[src/cfbp_cfg.svh]
`ifndef CFBP_CFG_SVH
`define CFBP_CFG_SVH
`define CFBP_WORD_W 32
`define CFBP_BW_W 16
`define CFBP_PREFIX 32'hFFFFFFFF
`define CFBP_CODE_FIRST_FIELD_START_CODE 8'h40
`define CFBP_CODE_SECOND_FIELD_START_CODE 8'h41
`define CFBP_CODE_SOB1 8'h81
`define CFBP_CODE_SOB4 8'h84
`define CFBP_CODE_ZERO 8'h8F
`define CFBP_CODE_EOS 8'hC0
`define CFBP_EOS_TAIL 32'hC0FFFFFF
`define CFBP_SOF_TAIL 24'h000000
`define CFBP_PAD_BYTE 8'hFF
`define CFBP_BW_ZERO 16'h0000
`define CFBP_FIELD_BLOCKS 41
`define CFBP_CODE_MSB 31
`define CFBP_CODE_LSB 24
`define CFBP_BW_MSB 23
`define CFBP_BW_LSB 8
`define CFBP_FULL_BITS 6'h20
`endif

[src/cfbp_pkg.sv]
package cfbp_pkg;
  typedef enum logic [1:0] {
    CFBP_D_IDLE = 2'b00,
    CFBP_D_FIELD = 2'b01,
    CFBP_D_BLOCK = 2'b10,
    CFBP_D_ZERO = 2'b11
  } cfbp_dec_st_type;
  typedef enum logic [1:0] {
    CFBP_E_IDLE = 2'b00,
    CFBP_E_PRE = 2'b01,
    CFBP_E_HDR = 2'b10,
    CFBP_E_PAY = 2'b11
  } cfbp_enc_st_type;
  typedef enum logic [1:0] {
    CFBP_CMD_FIELD1 = 2'b00,
    CFBP_CMD_FIELD2 = 2'b01,
    CFBP_CMD_BLOCK = 2'b10
  } cfbp_cmd_type;
endpackage

[src/cfbp_if.sv]
`timescale 1ns/100ps
`include "cfbp_cfg.svh"
interface cfbp_if;
  logic [`CFBP_WORD_W-1:0] h2d_data;
  logic h2d_valid;
  logic h2d_ready;
  logic [`CFBP_WORD_W-1:0] d2h_data;
  logic d2h_valid;
  logic d2h_ready;
  modport dev (
    input h2d_data, h2d_valid, d2h_ready,
    output h2d_ready, d2h_data, d2h_valid
  );
  modport host (
    output h2d_data, h2d_valid, d2h_ready,
    input h2d_ready, d2h_data, d2h_valid
  );
endinterface

[src/cfbp_dev.sv]
`timescale 1ns/100ps
`include "cfbp_cfg.svh"
module cfbp_dev #(
  parameter int FIELD_BLOCKS = `CFBP_FIELD_BLOCKS
) (
  input wire logic sys_clk,
  input wire logic resetn,
  cfbp_if.dev link,
  input wire logic enc_mode,
  input wire logic huff_busy,
  output logic [`CFBP_WORD_W-1:0] dec_data_q,
  output logic dec_first_q,
  output logic dec_valid_q,
  input wire logic dec_ready,
  output logic [`CFBP_BW_W-1:0] quant_scale_q,
  output logic quant_load_q,
  output logic [2:0] block_model_q,
  output logic block_start_q,
  output logic block_zero_q,
  output logic [5:0] block_count_q,
  output logic field_start_q,
  output logic field_second_q,
  output logic field_short_q,
  output logic seq_end_q,
  output logic huff_reset_q,
  input wire logic enc_cmd_valid,
  input wire cfbp_pkg::cfbp_cmd_type enc_cmd,
  input wire logic [7:0] enc_cmd_code,
  input wire logic [`CFBP_BW_W-1:0] enc_cmd_bw,
  input wire logic [`CFBP_BW_W-1:0] enc_cmd_recip,
  output logic enc_cmd_ready_q,
  input wire logic [`CFBP_WORD_W-1:0] enc_data,
  input wire logic [5:0] enc_nbits,
  input wire logic enc_last,
  input wire logic enc_valid,
  output logic enc_ready_q
);
  // Block counter is six bits wide
  if (FIELD_BLOCKS < 1 || FIELD_BLOCKS > 63) begin : g_bad_blocks
    $error("cfbp_dev: FIELD_BLOCKS out of range");
  end

  function automatic logic cfbp_known(input logic [7:0] c);
    cfbp_known = (c == `CFBP_CODE_FIRST_FIELD_START_CODE) || (c == `CFBP_CODE_SECOND_FIELD_START_CODE) || (c == `CFBP_CODE_ZERO) ||
      (c == `CFBP_CODE_EOS) || ((c >= `CFBP_CODE_SOB1) && (c <= `CFBP_CODE_SOB4));
  endfunction

  // ----------------------------------------
  // Decode input stage
  // ----------------------------------------
  cfbp_pkg::cfbp_dec_st_type dst_q;
  logic [`CFBP_WORD_W-1:0] hold_q;
  logic hold_full_q;
  logic pend_q;
  logic h2d_ready_q;
  wire in_take = link.h2d_valid && h2d_ready_q;
  wire pay_free = !dec_valid_q || dec_ready;
  wire step = hold_full_q && pay_free && !enc_mode;
  wire is_pre = (hold_q == `CFBP_PREFIX);
  wire [7:0] code = hold_q[`CFBP_CODE_MSB:`CFBP_CODE_LSB];
  wire [`CFBP_BW_W-1:0] blk_bw = hold_q[`CFBP_BW_MSB:`CFBP_BW_LSB];
  wire known = cfbp_known(code);
  wire delim = step && pend_q && !is_pre && known;
  wire pend_flush = step && pend_q && !is_pre && !known;
  wire consume = step && !pend_flush;
  wire is_sof = (code == `CFBP_CODE_FIRST_FIELD_START_CODE) || (code == `CFBP_CODE_SECOND_FIELD_START_CODE);
  wire is_sob = (code >= `CFBP_CODE_SOB1) && (code <= `CFBP_CODE_SOB4);
  wire is_zero = (code == `CFBP_CODE_ZERO);
  wire is_eos = (code == `CFBP_CODE_EOS);
  wire live = (dst_q != cfbp_pkg::CFBP_D_IDLE);
  wire sob_take = delim && live && is_sob;
  wire zero_take = delim && live && is_zero;
  wire sob_keep = sob_take && (blk_bw != `CFBP_BW_ZERO);
  wire plain_pay = step && !pend_q && !is_pre;
  wire pad_pay = step && pend_q && (is_pre || !known);
  wire in_block = (dst_q == cfbp_pkg::CFBP_D_BLOCK);
  wire emit = ((plain_pay || pad_pay) && in_block) || sob_keep;
  wire [`CFBP_WORD_W-1:0] emit_word = (plain_pay || sob_keep) ? hold_q : `CFBP_PREFIX;
  wire hold_full_d = in_take || (hold_full_q && !consume);
  wire abort_hit = delim && live && huff_busy && (is_sob || is_zero || is_eos);

  always_ff @(posedge sys_clk or negedge resetn) begin
    if (!resetn) begin
      hold_q <= 32'h00000000;
      hold_full_q <= 1'b0;
      h2d_ready_q <= 1'b0;
      pend_q <= 1'b0;
    end else begin
      if (in_take) begin
        hold_q <= link.h2d_data;
      end
      hold_full_q <= hold_full_d;
      h2d_ready_q <= !hold_full_d;
      if (step && !pend_q && is_pre) begin
        pend_q <= 1'b1;
      end else if (delim || pend_flush) begin
        pend_q <= 1'b0;
      end
    end
  end
  assign link.h2d_ready = h2d_ready_q;

  // ----------------------------------------
  // Decode state and events
  // ----------------------------------------
  cfbp_pkg::cfbp_dec_st_type dst_d;
  always_comb begin
    dst_d = dst_q;
    if (delim) begin
      unique case (1'b1)
        is_sof: dst_d = cfbp_pkg::CFBP_D_FIELD;
        is_eos: dst_d = cfbp_pkg::CFBP_D_IDLE;
        is_zero: dst_d = live ? cfbp_pkg::CFBP_D_ZERO : dst_q;
        is_sob: dst_d = !live ? dst_q : (sob_keep ? cfbp_pkg::CFBP_D_BLOCK : cfbp_pkg::CFBP_D_ZERO);
        default: dst_d = dst_q;
      endcase
    end
  end

  always_ff @(posedge sys_clk or negedge resetn) begin
    if (!resetn) begin
      dst_q <= cfbp_pkg::CFBP_D_IDLE;
      block_model_q <= 3'h0;
      block_start_q <= 1'b0;
      block_zero_q <= 1'b0;
      block_count_q <= 6'h00;
      field_start_q <= 1'b0;
      field_second_q <= 1'b0;
      field_short_q <= 1'b0;
      seq_end_q <= 1'b0;
      huff_reset_q <= 1'b0;
    end else begin
      dst_q <= dst_d;
      block_start_q <= sob_take || zero_take;
      block_zero_q <= zero_take || (sob_take && !sob_keep);
      field_start_q <= delim && is_sof;
      seq_end_q <= delim && is_eos;
      huff_reset_q <= (delim && is_sof) || abort_hit;
      field_short_q <= delim && (is_sof || is_eos) && live && (block_count_q != 6'(FIELD_BLOCKS));
      if (delim && is_sof) begin
        field_second_q <= (code == `CFBP_CODE_SECOND_FIELD_START_CODE);
        block_count_q <= 6'h00;
      end else if (sob_take || zero_take) begin
        block_count_q <= block_count_q + 6'h01;
        block_model_q <= sob_take ? code[2:0] : 3'h0;
      end
    end
  end

  // ----------------------------------------
  // Payload output and quantizer scale
  // ----------------------------------------
  cfbp_pkg::cfbp_enc_st_type est_q;
  logic enc_cmd_take;
  always_ff @(posedge sys_clk or negedge resetn) begin
    if (!resetn) begin
      dec_data_q <= 32'h00000000;
      dec_first_q <= 1'b0;
      dec_valid_q <= 1'b0;
      quant_scale_q <= 16'h0000;
      quant_load_q <= 1'b0;
    end else begin
      if (emit) begin
        dec_data_q <= emit_word;
        dec_first_q <= sob_keep;
        dec_valid_q <= 1'b1;
      end else if (dec_ready) begin
        dec_valid_q <= 1'b0;
      end
      quant_load_q <= sob_take || zero_take || (enc_cmd_take && enc_cmd == cfbp_pkg::CFBP_CMD_BLOCK);
      if (sob_take) begin
        quant_scale_q <= blk_bw;
      end else if (zero_take) begin
        quant_scale_q <= `CFBP_BW_ZERO;
      end else if (enc_cmd_take && enc_cmd == cfbp_pkg::CFBP_CMD_BLOCK) begin
        quant_scale_q <= enc_cmd_recip;
      end
    end
  end

  // ----------------------------------------
  // Encode framer
  // ----------------------------------------
  logic [7:0] ecode_q;
  logic [`CFBP_BW_W-1:0] ebw_q;
  logic eblk_q;
  logic [`CFBP_WORD_W-1:0] buf_q [2];
  logic wp_q;
  logic rp_q;
  logic [1:0] cnt_q;
  wire buf_room = (cnt_q != 2'h2);
  wire rd = link.d2h_valid && link.d2h_ready;
  wire pay_take = enc_valid && enc_ready_q;
  assign enc_cmd_take = enc_cmd_valid && enc_cmd_ready_q && enc_mode;
  wire hdr_wr = buf_room && ((est_q == cfbp_pkg::CFBP_E_PRE) || (est_q == cfbp_pkg::CFBP_E_HDR));
  wire wr = hdr_wr || pay_take;
  wire [`CFBP_WORD_W-1:0] pay_word = enc_last ? (enc_data | (`CFBP_PREFIX >> enc_nbits)) : enc_data;
  wire [`CFBP_WORD_W-1:0] hdr_word = eblk_q ? {ecode_q, ebw_q, `CFBP_PAD_BYTE} : {ecode_q, `CFBP_SOF_TAIL};
  wire [`CFBP_WORD_W-1:0] wr_word = (est_q == cfbp_pkg::CFBP_E_PRE) ? `CFBP_PREFIX :
    ((est_q == cfbp_pkg::CFBP_E_HDR) ? hdr_word : pay_word);
  wire [1:0] cnt_d = cnt_q + {1'b0, wr} - {1'b0, rd};
  cfbp_pkg::cfbp_enc_st_type est_d;
  always_comb begin
    est_d = est_q;
    unique case (est_q)
      cfbp_pkg::CFBP_E_IDLE: est_d = enc_cmd_take ? cfbp_pkg::CFBP_E_PRE : est_q;
      cfbp_pkg::CFBP_E_PRE: est_d = buf_room ? cfbp_pkg::CFBP_E_HDR : est_q;
      cfbp_pkg::CFBP_E_HDR: est_d = !buf_room ? est_q : (eblk_q ? cfbp_pkg::CFBP_E_PAY : cfbp_pkg::CFBP_E_IDLE);
      cfbp_pkg::CFBP_E_PAY: est_d = (pay_take && enc_last) ? cfbp_pkg::CFBP_E_IDLE : est_q;
    endcase
  end

  // No end-of-sequence command exists here; block headers take enc_cmd_code unchecked
  always_ff @(posedge sys_clk or negedge resetn) begin
    if (!resetn) begin
      est_q <= cfbp_pkg::CFBP_E_IDLE;
      ecode_q <= 8'h00;
      ebw_q <= 16'h0000;
      eblk_q <= 1'b0;
      wp_q <= 1'b0;
      rp_q <= 1'b0;
      cnt_q <= 2'h0;
      buf_q[0] <= 32'h00000000;
      buf_q[1] <= 32'h00000000;
      enc_cmd_ready_q <= 1'b0;
      enc_ready_q <= 1'b0;
    end else begin
      est_q <= est_d;
      if (enc_cmd_take) begin
        eblk_q <= (enc_cmd == cfbp_pkg::CFBP_CMD_BLOCK);
        ebw_q <= enc_cmd_bw;
        unique case (enc_cmd)
          cfbp_pkg::CFBP_CMD_FIELD1: ecode_q <= `CFBP_CODE_FIRST_FIELD_START_CODE;
          cfbp_pkg::CFBP_CMD_FIELD2: ecode_q <= `CFBP_CODE_SECOND_FIELD_START_CODE;
          default: ecode_q <= enc_cmd_code;
        endcase
      end
      if (wr) begin
        buf_q[wp_q] <= wr_word;
        wp_q <= !wp_q;
      end
      if (rd) begin
        rp_q <= !rp_q;
      end
      cnt_q <= cnt_d;
      enc_cmd_ready_q <= (est_d == cfbp_pkg::CFBP_E_IDLE) && enc_mode;
      enc_ready_q <= (est_d == cfbp_pkg::CFBP_E_PAY) && (cnt_d != 2'h2);
    end
  end
  assign link.d2h_data = buf_q[rp_q];
  assign link.d2h_valid = (cnt_q != 2'h0);
endmodule // cfbp_dev

[src/flat_wrapper.sv]
// flat-port wrapper written by rule: the top's interface ports become plain ports
module cfbp_dev_flat 
#(
  parameter int FIELD_BLOCKS = `CFBP_FIELD_BLOCKS
)
  (sys_clk, resetn, enc_mode, huff_busy, dec_data_q, dec_first_q, dec_valid_q, dec_ready, quant_scale_q, quant_load_q, block_model_q, block_start_q, block_zero_q, block_count_q, field_start_q, field_second_q, field_short_q, seq_end_q, huff_reset_q, enc_cmd_valid, enc_cmd, enc_cmd_code, enc_cmd_bw, enc_cmd_recip, enc_cmd_ready_q, enc_data, enc_nbits, enc_last, enc_valid, enc_ready_q, link_h2d_data, link_h2d_valid, link_d2h_ready, link_h2d_ready, link_d2h_data, link_d2h_valid);
  cfbp_if link_i ();
  input wire logic sys_clk;
  input wire logic resetn;
  input wire logic enc_mode;
  input wire logic huff_busy;
  output logic [`CFBP_WORD_W-1:0] dec_data_q;
  output logic dec_first_q;
  output logic dec_valid_q;
  input wire logic dec_ready;
  output logic [`CFBP_BW_W-1:0] quant_scale_q;
  output logic quant_load_q;
  output logic [2:0] block_model_q;
  output logic block_start_q;
  output logic block_zero_q;
  output logic [5:0] block_count_q;
  output logic field_start_q;
  output logic field_second_q;
  output logic field_short_q;
  output logic seq_end_q;
  output logic huff_reset_q;
  input wire logic enc_cmd_valid;
  input wire cfbp_pkg::cfbp_cmd_type enc_cmd;
  input wire logic [7:0] enc_cmd_code;
  input wire logic [`CFBP_BW_W-1:0] enc_cmd_bw;
  input wire logic [`CFBP_BW_W-1:0] enc_cmd_recip;
  output logic enc_cmd_ready_q;
  input wire logic [`CFBP_WORD_W-1:0] enc_data;
  input wire logic [5:0] enc_nbits;
  input wire logic enc_last;
  input wire logic enc_valid;
  output logic enc_ready_q;
  input wire logic [$bits(link_i.h2d_data)-1:0] link_h2d_data;
  input wire logic [$bits(link_i.h2d_valid)-1:0] link_h2d_valid;
  input wire logic [$bits(link_i.d2h_ready)-1:0] link_d2h_ready;
  output wire logic [$bits(link_i.h2d_ready)-1:0] link_h2d_ready;
  output wire logic [$bits(link_i.d2h_data)-1:0] link_d2h_data;
  output wire logic [$bits(link_i.d2h_valid)-1:0] link_d2h_valid;
  assign link_i.h2d_data = link_h2d_data;
  assign link_i.h2d_valid = link_h2d_valid;
  assign link_i.d2h_ready = link_d2h_ready;
  assign link_h2d_ready = link_i.h2d_ready;
  assign link_d2h_data = link_i.d2h_data;
  assign link_d2h_valid = link_i.d2h_valid;
  cfbp_dev #(.FIELD_BLOCKS(FIELD_BLOCKS)) u_core (.sys_clk(sys_clk), .resetn(resetn), .link(link_i), .enc_mode(enc_mode), .huff_busy(huff_busy), .dec_data_q(dec_data_q), .dec_first_q(dec_first_q), .dec_valid_q(dec_valid_q), .dec_ready(dec_ready), .quant_scale_q(quant_scale_q), .quant_load_q(quant_load_q), .block_model_q(block_model_q), .block_start_q(block_start_q), .block_zero_q(block_zero_q), .block_count_q(block_count_q), .field_start_q(field_start_q), .field_second_q(field_second_q), .field_short_q(field_short_q), .seq_end_q(seq_end_q), .huff_reset_q(huff_reset_q), .enc_cmd_valid(enc_cmd_valid), .enc_cmd(enc_cmd), .enc_cmd_code(enc_cmd_code), .enc_cmd_bw(enc_cmd_bw), .enc_cmd_recip(enc_cmd_recip), .enc_cmd_ready_q(enc_cmd_ready_q), .enc_data(enc_data), .enc_nbits(enc_nbits), .enc_last(enc_last), .enc_valid(enc_valid), .enc_ready_q(enc_ready_q));
endmodule
[config.mk]
export PLATFORM = sky130hd
export DESIGN_NAME = cfbp_dev_flat
export DESIGN_NICKNAME = d
export VERILOG_FILES = /design/src/cfbp_pkg.sv /design/src/cfbp_if.sv /design/src/cfbp_dev.sv /design/src/flat_wrapper.sv
export VERILOG_INCLUDE_DIRS = /design/src
export SDC_FILE = /design/constraint.sdc
export NUM_CORES = 1
export LEC_CHECK = 0
export BUFFER_PORTS_ARGS = -buffer_cell sky130_fd_sc_hd__buf_2
export CAP_MARGIN = 20
export CORE_ASPECT_RATIO = 1.2
export CORE_MARGIN = 2
export CORE_UTILIZATION = 45
export CTS_CLUSTER_DIAMETER = 30
export DETAILED_ROUTE_END_ITERATION = 10
export PLACE_DENSITY = 0.75
export SYNTH_ARGS = -nofsm -noshare
export SYNTH_HDL_FRONTEND = slang
export SYNTH_SLANG_ARGS = --single-unit
[constraint.sdc]
create_clock -name sys_clk -period 4.5 [get_ports sys_clk]
set_clock_uncertainty 0.15 [all_clocks]
set_input_delay 0.675 -clock sys_clk [delete_from_list [all_inputs] [get_ports sys_clk]]
set_output_delay 0.675 -clock sys_clk [all_outputs]
set_load 0.02 [all_outputs]
# Word level (Yosys, flattened, before mapping)
# Cells that the tools add are included.
# word_totals
elab_cells	173
inputBits	122
rom_bits	0
ramBits	0
ff_bits	201
latchBits	0
mem_count	0
# classes
muxes	32
n_shift	1
add_sub_neg	3
reduce_logical	81
n_mul	0
n_div	0
n_bitwise	4
n_eq_ne	17
n_lt_le_gt_ge	5
# ops
op	n
two-way mux 32 bit	8
bitwise mux 64 bit	1
two-way mux 16 bit	3
logical AND 1 bit	37
demux 32 bit (select 1 bit)	1
== test 32 bit (second input constant)	1
bitwise OR 32 bit	1
right shift 32 x 6 -> 32 bit (first input constant)	1
two-way mux 24 bit	1
logical OR 1 bit	20
== test 8 x 7 -> 1 bit (second input constant)	2
== test 8 bit (second input constant)	2
case mux 2 bit (4 select lines)	2
case mux 8 bit (2 select lines)	1
nonzero test 16 bit	1
two-way mux 2 bit	7
two-way mux 6 bit	2
zero test 1 bit	11
== test 2 bit (second input constant)	5
nonzero test 2 bit	5
greater-or-equal comparator 8 bit (second input constant)	1
<= comparator 8 bit (second input constant)	1
inequality test 2 bit (second input constant)	4
adder 6 x 1 -> 6 bit (second input constant)	1
15 further kinds	24

# Logic depth before layout (Yosys ltp)
# Gate-level depths: netlist (run 1).
# depth
depth_word	13
depth_mapped	9
ltp_nobuf	9

# Worst setup path after synthesis (run 1)
# OpenSTA, ideal clock, no wires.
# synth_timing
kind	flip-flop to flip-flop
from	register u_core.cnt_q[1]
to	register u_core.enc_ready_q
stages_incl_launch_ff	10
arrival_time_ps	1943
setup_slack_ps	2288
path_buffers	0
cell_sequence	dfrtp_1 > or2_2 > and2_1 > ha_1 > inv_1 > ha_1 > xnor2_1 > xnor2_1 > nand2b_1 > and3_1
# synth_rtl
item	line	source
start: declaration	cfbp_dev.sv:190	logic [1:0] cnt_q;
start signal: assignment	cfbp_dev.sv:245	cnt_q <= cnt_d;
nonzero test 2 bit	cfbp_dev.sv:251	assign link.d2h_valid = (cnt_q != 2'h0);
via link_d2h_valid	flat_wrapper.sv:43	output wire logic [$bits(link_i.d2h_valid)-1:0] link_d2h_valid;
logical AND 1 bit	cfbp_dev.sv:192	wire rd = link.d2h_valid && link.d2h_ready;
via u_core.rd	cfbp_dev.sv:192	
subtractor 2 x 1 -> 2 bit	cfbp_dev.sv:201	wire [1:0] cnt_d = cnt_q + {1'b0, wr} - {1'b0, rd};
via u_core.cnt_d[1]	cfbp_dev.sv:201	
inequality test 2 bit	cfbp_dev.sv:247	enc_ready_q <= (est_d == cfbp_pkg::CFBP_E_PAY) && (cnt_d != 2'h2);
logical AND 1 bit	cfbp_dev.sv:247	
end signal: assignment	cfbp_dev.sv:247	
end: declaration	cfbp_dev.sv:36	output logic enc_ready_q
# The timed path passes the listed nets, and every way through them passes these cells.
# A chain may end at the register's enable or synchronous reset.

# Final worst setup path (run 1)
# layout_timing
from	register u_core.rp_q
to	output link_d2h_data[25]
# layout_via
elab_chain_len	4
# layout_lines
item	line	source
start: declaration	cfbp_dev.sv:189	logic rp_q;
start signal: assignment	cfbp_dev.sv:243	rp_q <= !rp_q;
inverter 1 -> 2 bit (implied by the code)	cfbp_dev.sv:250	assign link.d2h_data = buf_q[rp_q];
two-way mux 32 bit (implied by the code) (3 in series)	cfbp_dev.sv:250	
end: declaration	flat_wrapper.sv:42	output wire logic [$bits(link_i.d2h_data)-1:0] link_d2h_data;
# Every way passes these cells. The select of a mux whose other input is x is not followed.

==> metrics, run 1 <==
status=finished clean; clock root buffer=clkbuf_16; # IOs=~230; met2 routed WL=between 10 and 15 mm; largest net degree at the start of global routing=115; Hold Crit Class=in2async; Reg2Reg Setup Slack=1660 ps; Worst-Margin Slew=a little over 1000 ps; drt drc=0; Synthesis Warnings=0; Worst R2R Path Depth=7; post_cts resized=0; routed vias/inst=approximately 5.5; peak supply drop=roughly 480 uV; Site Rows=58; final net count=1256; fin cells=approximately 1400; total power=just under 10 mW; Post-Syn Area=about 0.0095 sq mm; Synth Instances=between 900 and 1000; #FFs+latches synth=~200; routed wl met3=between 2 and 2.5 mm; tightest hold margin=around 110 ps; most frequent cell after synthesis=dfrtp_1; count of final hold-check violations=0; arrival time worst endpoint=a little over 2000 ps; WL/cell=roughly 19 um; reg2reg end=u_core.buf_q[28]$_DFFE_PN0P_; initial antenna violation count=1; Num CTS Buffers=40; Hold Buf Count CTS=0; met1 wire length=10.6 mm; Syn Area/Cell=~10 sq um; Post-Syn Nets=about 1000; vias in the first global route=7952; drt pass-1 iters=4; top post-synthesis cells by area=dfrtp_1 (53%), mux2_2 (11%), a21oi_1 (5.2%), o21ai_0 (3.7%), mux2i_1 (3.5%); Worst setup EP type=output pin; layout cells sized above 1=a little over a third; final wirelength=26.9 mm; critical path type=reg2out; DR top layer=met5; core area=between 0.02 and 0.025 sq mm; vias=between 7000 and 8000; CTS tree=yes; origin of the critical flop-to-flop path=u_core.est_q[0]$_DFF_PN0_; Post-CTS Repair Setup Buffers=0; H-tree depth=2; placed inst area=between 0.01 and 0.015 sq mm; final setup vio count=0; list of most frequent post-synthesis cells=dfrtp_1 (201), a21oi_1 (99), mux2_2 (95), nand2_1 (84), o21ai_0 (70); Initial Util=a little under half; Die Ht=~160 um; Main synth FF type=dfrtp_1; Post-Place Cells=roughly 1400; area of the die=around 0.022 sq mm; Yosys top cell by area=dfrtp_1; I/O Buffers=about 220; grt total ovfl=0; fin crit share=a little under two thirds; critical-path maximum fanout=33; worst rel slew slack=just over 30%; Synth cell types=between 50 and 60; critical path launch point type=flop; WP data required=3670 ps; post-synth top area share=52.9%; RSZ-0062 raised after global routing=false; P&R area growth vs syn=28.3%; worst skew pair latency=between 500 and 600 ps; diode count=0; routability cong.=around 0.82; Final TNS setup=0 ps; Leak Pwr=~5.8 nW; Max Fclk=around 350 MHz; Post-synth EDFFs=0; Final min period=around 2900 ps; first-pass GRT wire length=42.1 mm; CTS Buffer Depth=3; drt initial violations=529; register area share after synthesis=a little over half; pins over their slew limit=0; GRT Total Usage=a little under a quarter; Detailed Place HPWL=18.0 mm; Final ANT Viol Nets=0; design area=between 0.01 and 0.015 sq mm; FFs w/ async S/R, synth=100%; Sink Count=201; die extent in x=between 100 and 150 um; Max Cap Viol=0; PD cells=approximately 800 mW/mm^2; CTS clock-pin slew for the worst setup and hold paths=about 50 ps
power breakdown:
part	switching, mW	internal (mW)	leakage (nW)
Sequential	0.701	2.64	2.38
Clock	0.945	1.98	0.668
Combinational	2.01	1.46	2.78
Total	3.65	6.09	5.83
registers in the layout (all words and copies together) (netlist names), 3 cells and up:
register,flops
u_core.hold_q,32
u_core.ebw_q,16
u_core.buf_q,64
u_core.block_count_q,6
u_core.block_model_q,3
u_core.ecode_q,8
u_core.dec_data_q,32
u_core.quant_scale_q,16
cell families after synthesis:
| group | after synthesis | share of synthesized area (%) |
|---|---|---|
| AO/OA/AOI/OAI | 247 | 15.7 |
| adder cells (fa/ha/maj) | 8 | 1.05 |
| XOR/XNOR | 5 | 0.460 |
| AND/OR/NAND/NOR | 206 | 10.3 |
| buffers and inverters | 112 | 4.85 |
| multiplexers | 128 | 14.7 |
| flip-flops | 201 | 52.9 |
critical path: stages, from the launching register on:
cell	delay [ps]
dfrtp_2	920
mux2_2	440
buf_2	160
cells in the final DEF (no fill, tap or decap), types with 11 or more instances in the layout:
master,count
a211oi_1,15
a21oi_1,99
a2bb2oi_1,18
buf_2,223
buf_4,13
clkbuf_16,42
dfrtp_1,200
inv_1,50
mux2_2,95
mux2i_1,33
nand2_1,84
nand3_1,11
nand4_1,11
nor2_1,51
o21ai_0,70
area by class of cell:
| class | instances | area (sq um) |
|---|---|---|
| Inverter | 51 | 191 |
| Multi-Input combinational cell | 594 | 4040 |
| Timing Repair Buffer | 238 | 1250 |
| Fill cell | 1710 | 8620 |
| Clock inverter | 18 | 191 |
| Tap cell | 270 | 338 |
| Sequential cell | 201 | 5030 |
| Clock buffer | 55 | 1170 |
metrics by stage:
step	utilization, %	worst slack [ps]
detailed placement	52.0	1550
floorplan	-	2290
global route	58.6	1420
CTS	58.6	1620
global placement	52.0	1650
finish	58.6	1630
per-layer routing:
layer / vias up / track usage (%)
met5: - / 0
met4: 2 / 7.15
li1: 3654 / -
met2: 340 / 39.9
met3: 52 / 6.15
met1: 3869 / 30.2
how the worst max path moves through the flow:
stage	endpoint	start	cells past startpoint
floorplan	u_core.enc_ready_q$_DFF_PN0_	u_core.cnt_q[1]$_DFF_PN0_	9
global placement	u_core.dec_data_q[25]$_DFFE_PN0P_	enc_mode	7
detailed placement	u_core.dec_data_q[1]$_DFFE_PN0P_	enc_mode	7
CTS	link_d2h_data[25]	u_core.rp_q$_DFFE_PN0P_	2
global route	u_core.buf_q[26]$_DFFE_PN0P_	u_core.est_q[1]$_DFF_PN0_	8
finish	link_d2h_data[25]	u_core.rp_q$_DFFE_PN0P_	2
Power figures use the tool's default switching activity.
==> run 2: changes to the inputs <==
--- a/config.mk
+++ b/config.mk
@@ -6,6 +6,7 @@
 export SDC_FILE = /design/constraint.sdc
 export NUM_CORES = 1
 export LEC_CHECK = 0
+export ABC_AREA = 1
 export BUFFER_PORTS_ARGS = -buffer_cell sky130_fd_sc_hd__buf_2
 export CAP_MARGIN = 20
 export CORE_ASPECT_RATIO = 1.2
@@ -13,7 +14,7 @@
 export CORE_UTILIZATION = 45
 export CTS_CLUSTER_DIAMETER = 30
 export DETAILED_ROUTE_END_ITERATION = 10
-export PLACE_DENSITY = 0.75
+export PLACE_DENSITY = 0.77
 export SYNTH_ARGS = -nofsm -noshare
 export SYNTH_HDL_FRONTEND = slang
 export SYNTH_SLANG_ARGS = --single-unit
==> constraint.sdc (replaced) <==
create_clock -name sys_clk -period 2.39 [get_ports sys_clk]
set_clock_uncertainty 0.15 [all_clocks]
set_input_delay 0.3585 -clock sys_clk [delete_from_list [all_inputs] [get_ports sys_clk]]
set_output_delay 0.3585 -clock sys_clk [all_outputs]
set_load 0.02 [all_outputs]
==> run 2 against run 1 <==
  * Flip-flop and latch count unchanged
  * Wire length increased by 8.5%
  * First-iteration DRC count is 1.1% higher
  * Die area increased by 4.4%
  * Via count is 19% higher
  * Core utilization increased by 3.5 points
  * Critical endpoint is now link_d2h_data[10]
==> metrics, run 2 <==
I/O Buffers=224 (unchanged); Post-Syn Area=0.00995 sq mm (was 0.00952 sq mm); arrival time worst endpoint=1740 ps (was 2040 ps); fin crit share=94.2%; reg2reg end=u_core.dec_data_q[14]$_DFFE_PN0P_ (was u_core.buf_q[28]$_DFFE_PN0P_); fin util=62.2% (was 58.6%); WL/cell=15.8 um (was 18.8 um); vias in the first global route=9626 (was 7952); Reg2Reg Setup Slack=160 ps (was 1660 ps); Post-Place Cells=1705 (was 1353); fin cells=1847 (was 1427); Compound-Gate Fraction of Synth Area=10.9% (was 15.7%); critical-path maximum fanout=28 (was 33); origin of the critical flop-to-flop path=u_core.hold_q[30]$_DFFE_PN0P_ (was u_core.est_q[0]$_DFF_PN0_); post-synthesis simple-gate area fraction=24.2% (was 10.3%); grt total ovfl=0 (unchanged); Final ANT Viol Nets=0 (unchanged); H-tree depth=2 (unchanged); first-pass GRT wire length=47.4 mm (was 42.1 mm); Largest register FFs=64 (unchanged); Largest regs=u_core.buf_q: 64 flops, u_core.dec_data_q: 32 flops, u_core.hold_q: 32 flops (unchanged); Synth Instances=1235 (was 907); main combinational cell family by area after synthesis=simple AND/OR/NAND/NOR gates (was compound AO/OA/AOI/OAI gates); peak supply drop=1110 uV (was 479 uV); Worst-Margin Slew=567 ps (was 1040 ps); CTS Buffer Depth=3 (unchanged); P&R area growth vs syn=35.6% (was 28.3%); PD cells=1320 mW/mm^2 (was 798 mW/mm^2); routability cong.=0.950 (was 0.816); Detailed Place HPWL=19.5 mm (was 18.0 mm); Final min period=about 2300 ps; pins over their slew limit=0 (unchanged); layout cells sized above 1=25.3% (was 36.0%); final setup vio count=0 (unchanged); # IOs=225 (unchanged); Synth cell types=41 (was 59); routed vias/inst=5.10 (was 5.55); mux share of post-synthesis cell area=3.03% (was 14.7%); Hold Crit Class=in2reg (was in2async); most frequent cell after synthesis=nand2_1 (was dfrtp_1); post-synthesis adder-cell area fraction=1.01% (was 1.05%); Reg with most FFs=u_core.buf_q (unchanged); Yosys top cell by area=dfrtp_1 (unchanged); core area=0.0217 sq mm (was 0.0208 sq mm); Leak Pwr=7.05 nW (was 5.83 nW); critical path launch point type=flop (unchanged); final wirelength=29.1 mm (was 26.9 mm); Syn Area/Cell=8.05 sq um (was 10.5 sq um); initial antenna violation count=4 (was 1); Post-synth EDFFs=0 (unchanged); WP data required=1880 ps (was 3670 ps); Layout fillers=1814 (was 1710); register area share after synthesis=50.6% (was 52.9%); Hold Crit Start=link_h2d_data[31]; drt pass-1 iters=5 (was 4); Post-Syn Nets=1365 (was 1037); drt initial violations=535 (was 529); commonest non-fill, non-tap cells in the layout=nand2_1 (361), buf_2 (223), dfrtp_1 (200) (was buf_2 (223), dfrtp_1 (200), a21oi_1 (99)); FFs w/ async S/R, synth=100% (unchanged); CTS clock-pin slew for the worst setup and hold paths=40 ps (was 50 ps); dpl ws=209 ps (was 1550 ps); Sink Count=201 (unchanged); top post-synthesis cells by area=dfrtp_1 (51%), nand2_1 (14%), inv_1 (6.6%), o21ai_0 (5.6%), nor2_1 (3.8%) (was dfrtp_1 (53%), mux2_2 (11%), a21oi_1 (5.2%), o21ai_0 (3.7%), mux2i_1 (3.5%)); critical path type=reg2out (unchanged); Die Ht=167 um (was 163 um); final worst slack=140 ps (was 1630 ps); #FFs+latches synth=201 (unchanged); Hold Path End=u_core.hold_q[31]$_DFFE_PN0P_; GRT Total Usage=24.9% (was 23.8%); Site Rows=59 (was 58); placed inst area=0.0115 sq mm (was 0.0108 sq mm); Main synth FF type=dfrtp_1 (unchanged); Initial Util=45.8% (was 45.7%); drt drc=0 (unchanged); clock root buffer=clkbuf_16 (unchanged); final net count=1673 (was 1256); post-synth top area share=50.6% (was 52.9%); worst skew pair latency=500 ps (was 510 ps); count of final hold-check violations=0 (unchanged); hold path depth=3; most common cell after layout, fill and taps aside=nand2_1 (was buf_2); Max Cap Viol=0 (unchanged); largest net degree at the start of global routing=57 (was 115); Worst R2R Path Depth=13 (was 7); design area=0.0135 sq mm (was 0.0122 sq mm); Max Fclk=between 400 and 500 MHz; Worst setup EP type=output pin (unchanged); xor/xnor share of the synthesized area=0.440% (was 0.460%); status=finished clean (unchanged); list of most frequent post-synthesis cells=nand2_1 (362), dfrtp_1 (201), inv_1 (174), o21ai_0 (112), nor2_1 (101) (was dfrtp_1 (201), a21oi_1 (99), mux2_2 (95), nand2_1 (84), o21ai_0 (70)); vias=9417 (was 7917); Synthesis Warnings=0 (unchanged); worst rel slew slack=61.8% (was 30.5%); area of the die=0.0233 sq mm (was 0.0223 sq mm); CTS tree=yes (unchanged); die extent in x=140 um (was 137 um); Num CTS Buffers=41 (was 40); Final TNS setup=0 ps (unchanged)
[run 2: cell count changes after synthesis, moves of 8 or more]
cell	before	now
mux2i_1	33	2
inv_1	50	174
nor2_1	52	101
a21oi_1	99	53
nand3_1	11	41
buf_2	15	7
a2bb2oi_1	18	0
nand2_1	84	362
mux2_2	95	25
a31oi_1	2	15
o21ai_0	70	112
a211oi_1	15	1
nand3_2	1	21
[run 2: how the worst max path moves through the flow]
stage / start / endpoint / slack [ps]
2_1_floorplan: u_core.est_q[0]$_DFF_PN0_ / u_core.buf_q[0]$_DFFE_PN0P_ / 400
3_3_place_gp: enc_mode / u_core.quant_scale_q[6]$_DFFE_PN0P_ / 230
3_5_place_dp: enc_mode / u_core.quant_scale_q[3]$_DFFE_PN0P_ / 210
4_1_cts: u_core.rp_q$_DFFE_PN0P_ / link_d2h_data[5] / 20
5_1_grt: u_core.hold_q[30]$_DFFE_PN0P_ / u_core.dec_data_q[14]$_DFFE_PN0P_ / -2
6_report: u_core.rp_q$_DFFE_PN0P_ / link_d2h_data[10] / 140
[run 2: cell families after synthesis]
kind of cell | after synthesis
flip-flops | 201
buffers and inverters | 238
AO/OA/AOI/OAI | 201
AND/OR/NAND/NOR | 555
adder cells (fa/ha/maj) | 8
multiplexers | 27
XOR/XNOR | 5
[run 2: what timing repair did]
item                       in CTS  in global routing
buffers inserted                0                  2
setup endpoints to repair       1                 16
hold buffers                   67                  0
resized for setup               1                  1
hold endpoints to repair      117                  0
pin swaps                       0                  1
[run 2: report_power, final]
group / internal, mW / switching, mW / leakage [nW] / total, mW
Combinational: 2.43 / 4.31 / 4.10 / 6.74
Clock: 3.73 / 1.75 / 0.664 / 5.48
Sequential: 4.81 / 0.821 / 2.28 / 5.63
Total: 11.0 / 6.88 / 7.05 / 17.8
[run 2: per-stage QoR]
stage,hold slack (ps),power [mW]
after floorplan,-87.1,9.94
after global placement,219,12.0
after detailed placement,221,12.2
after CTS,3.05,17.9
after global routing,18.9,19.0
final,25.8,17.8
[run 2: layout make-up]
| class | count | area [sq um] | area share, % |
|---|---|---|---|
| tap | 274 | 343 | 2.54 |
| antenna | 2 | 5.00 | 0.0371 |
| sequential | 201 | 5030 | 37.3 |
| timing repair buffer | 318 | 2130 | 15.8 |
| clock inverter | 18 | 204 | 1.51 |
| inverter | 185 | 697 | 5.17 |
| clock buffer | 53 | 1130 | 8.38 |
| multi-input combinational | 796 | 3950 | 29.3 |
[run 2: per-layer routing]
metal,global-route usage (%),up-vias,routed length [um]
met2,42.8,403,14600
met3,6.35,77,2360
met1,30.0,4437,11300
met4,9.87,4,922
li1,-,4496,-
met5,0,-,28
[run 2: critical path: stages, from the launching register on]
cell and delay [ps]:
dfrtp_2 490, buf_12 200, buf_12 160, o21ai_0 200, buf_2 200
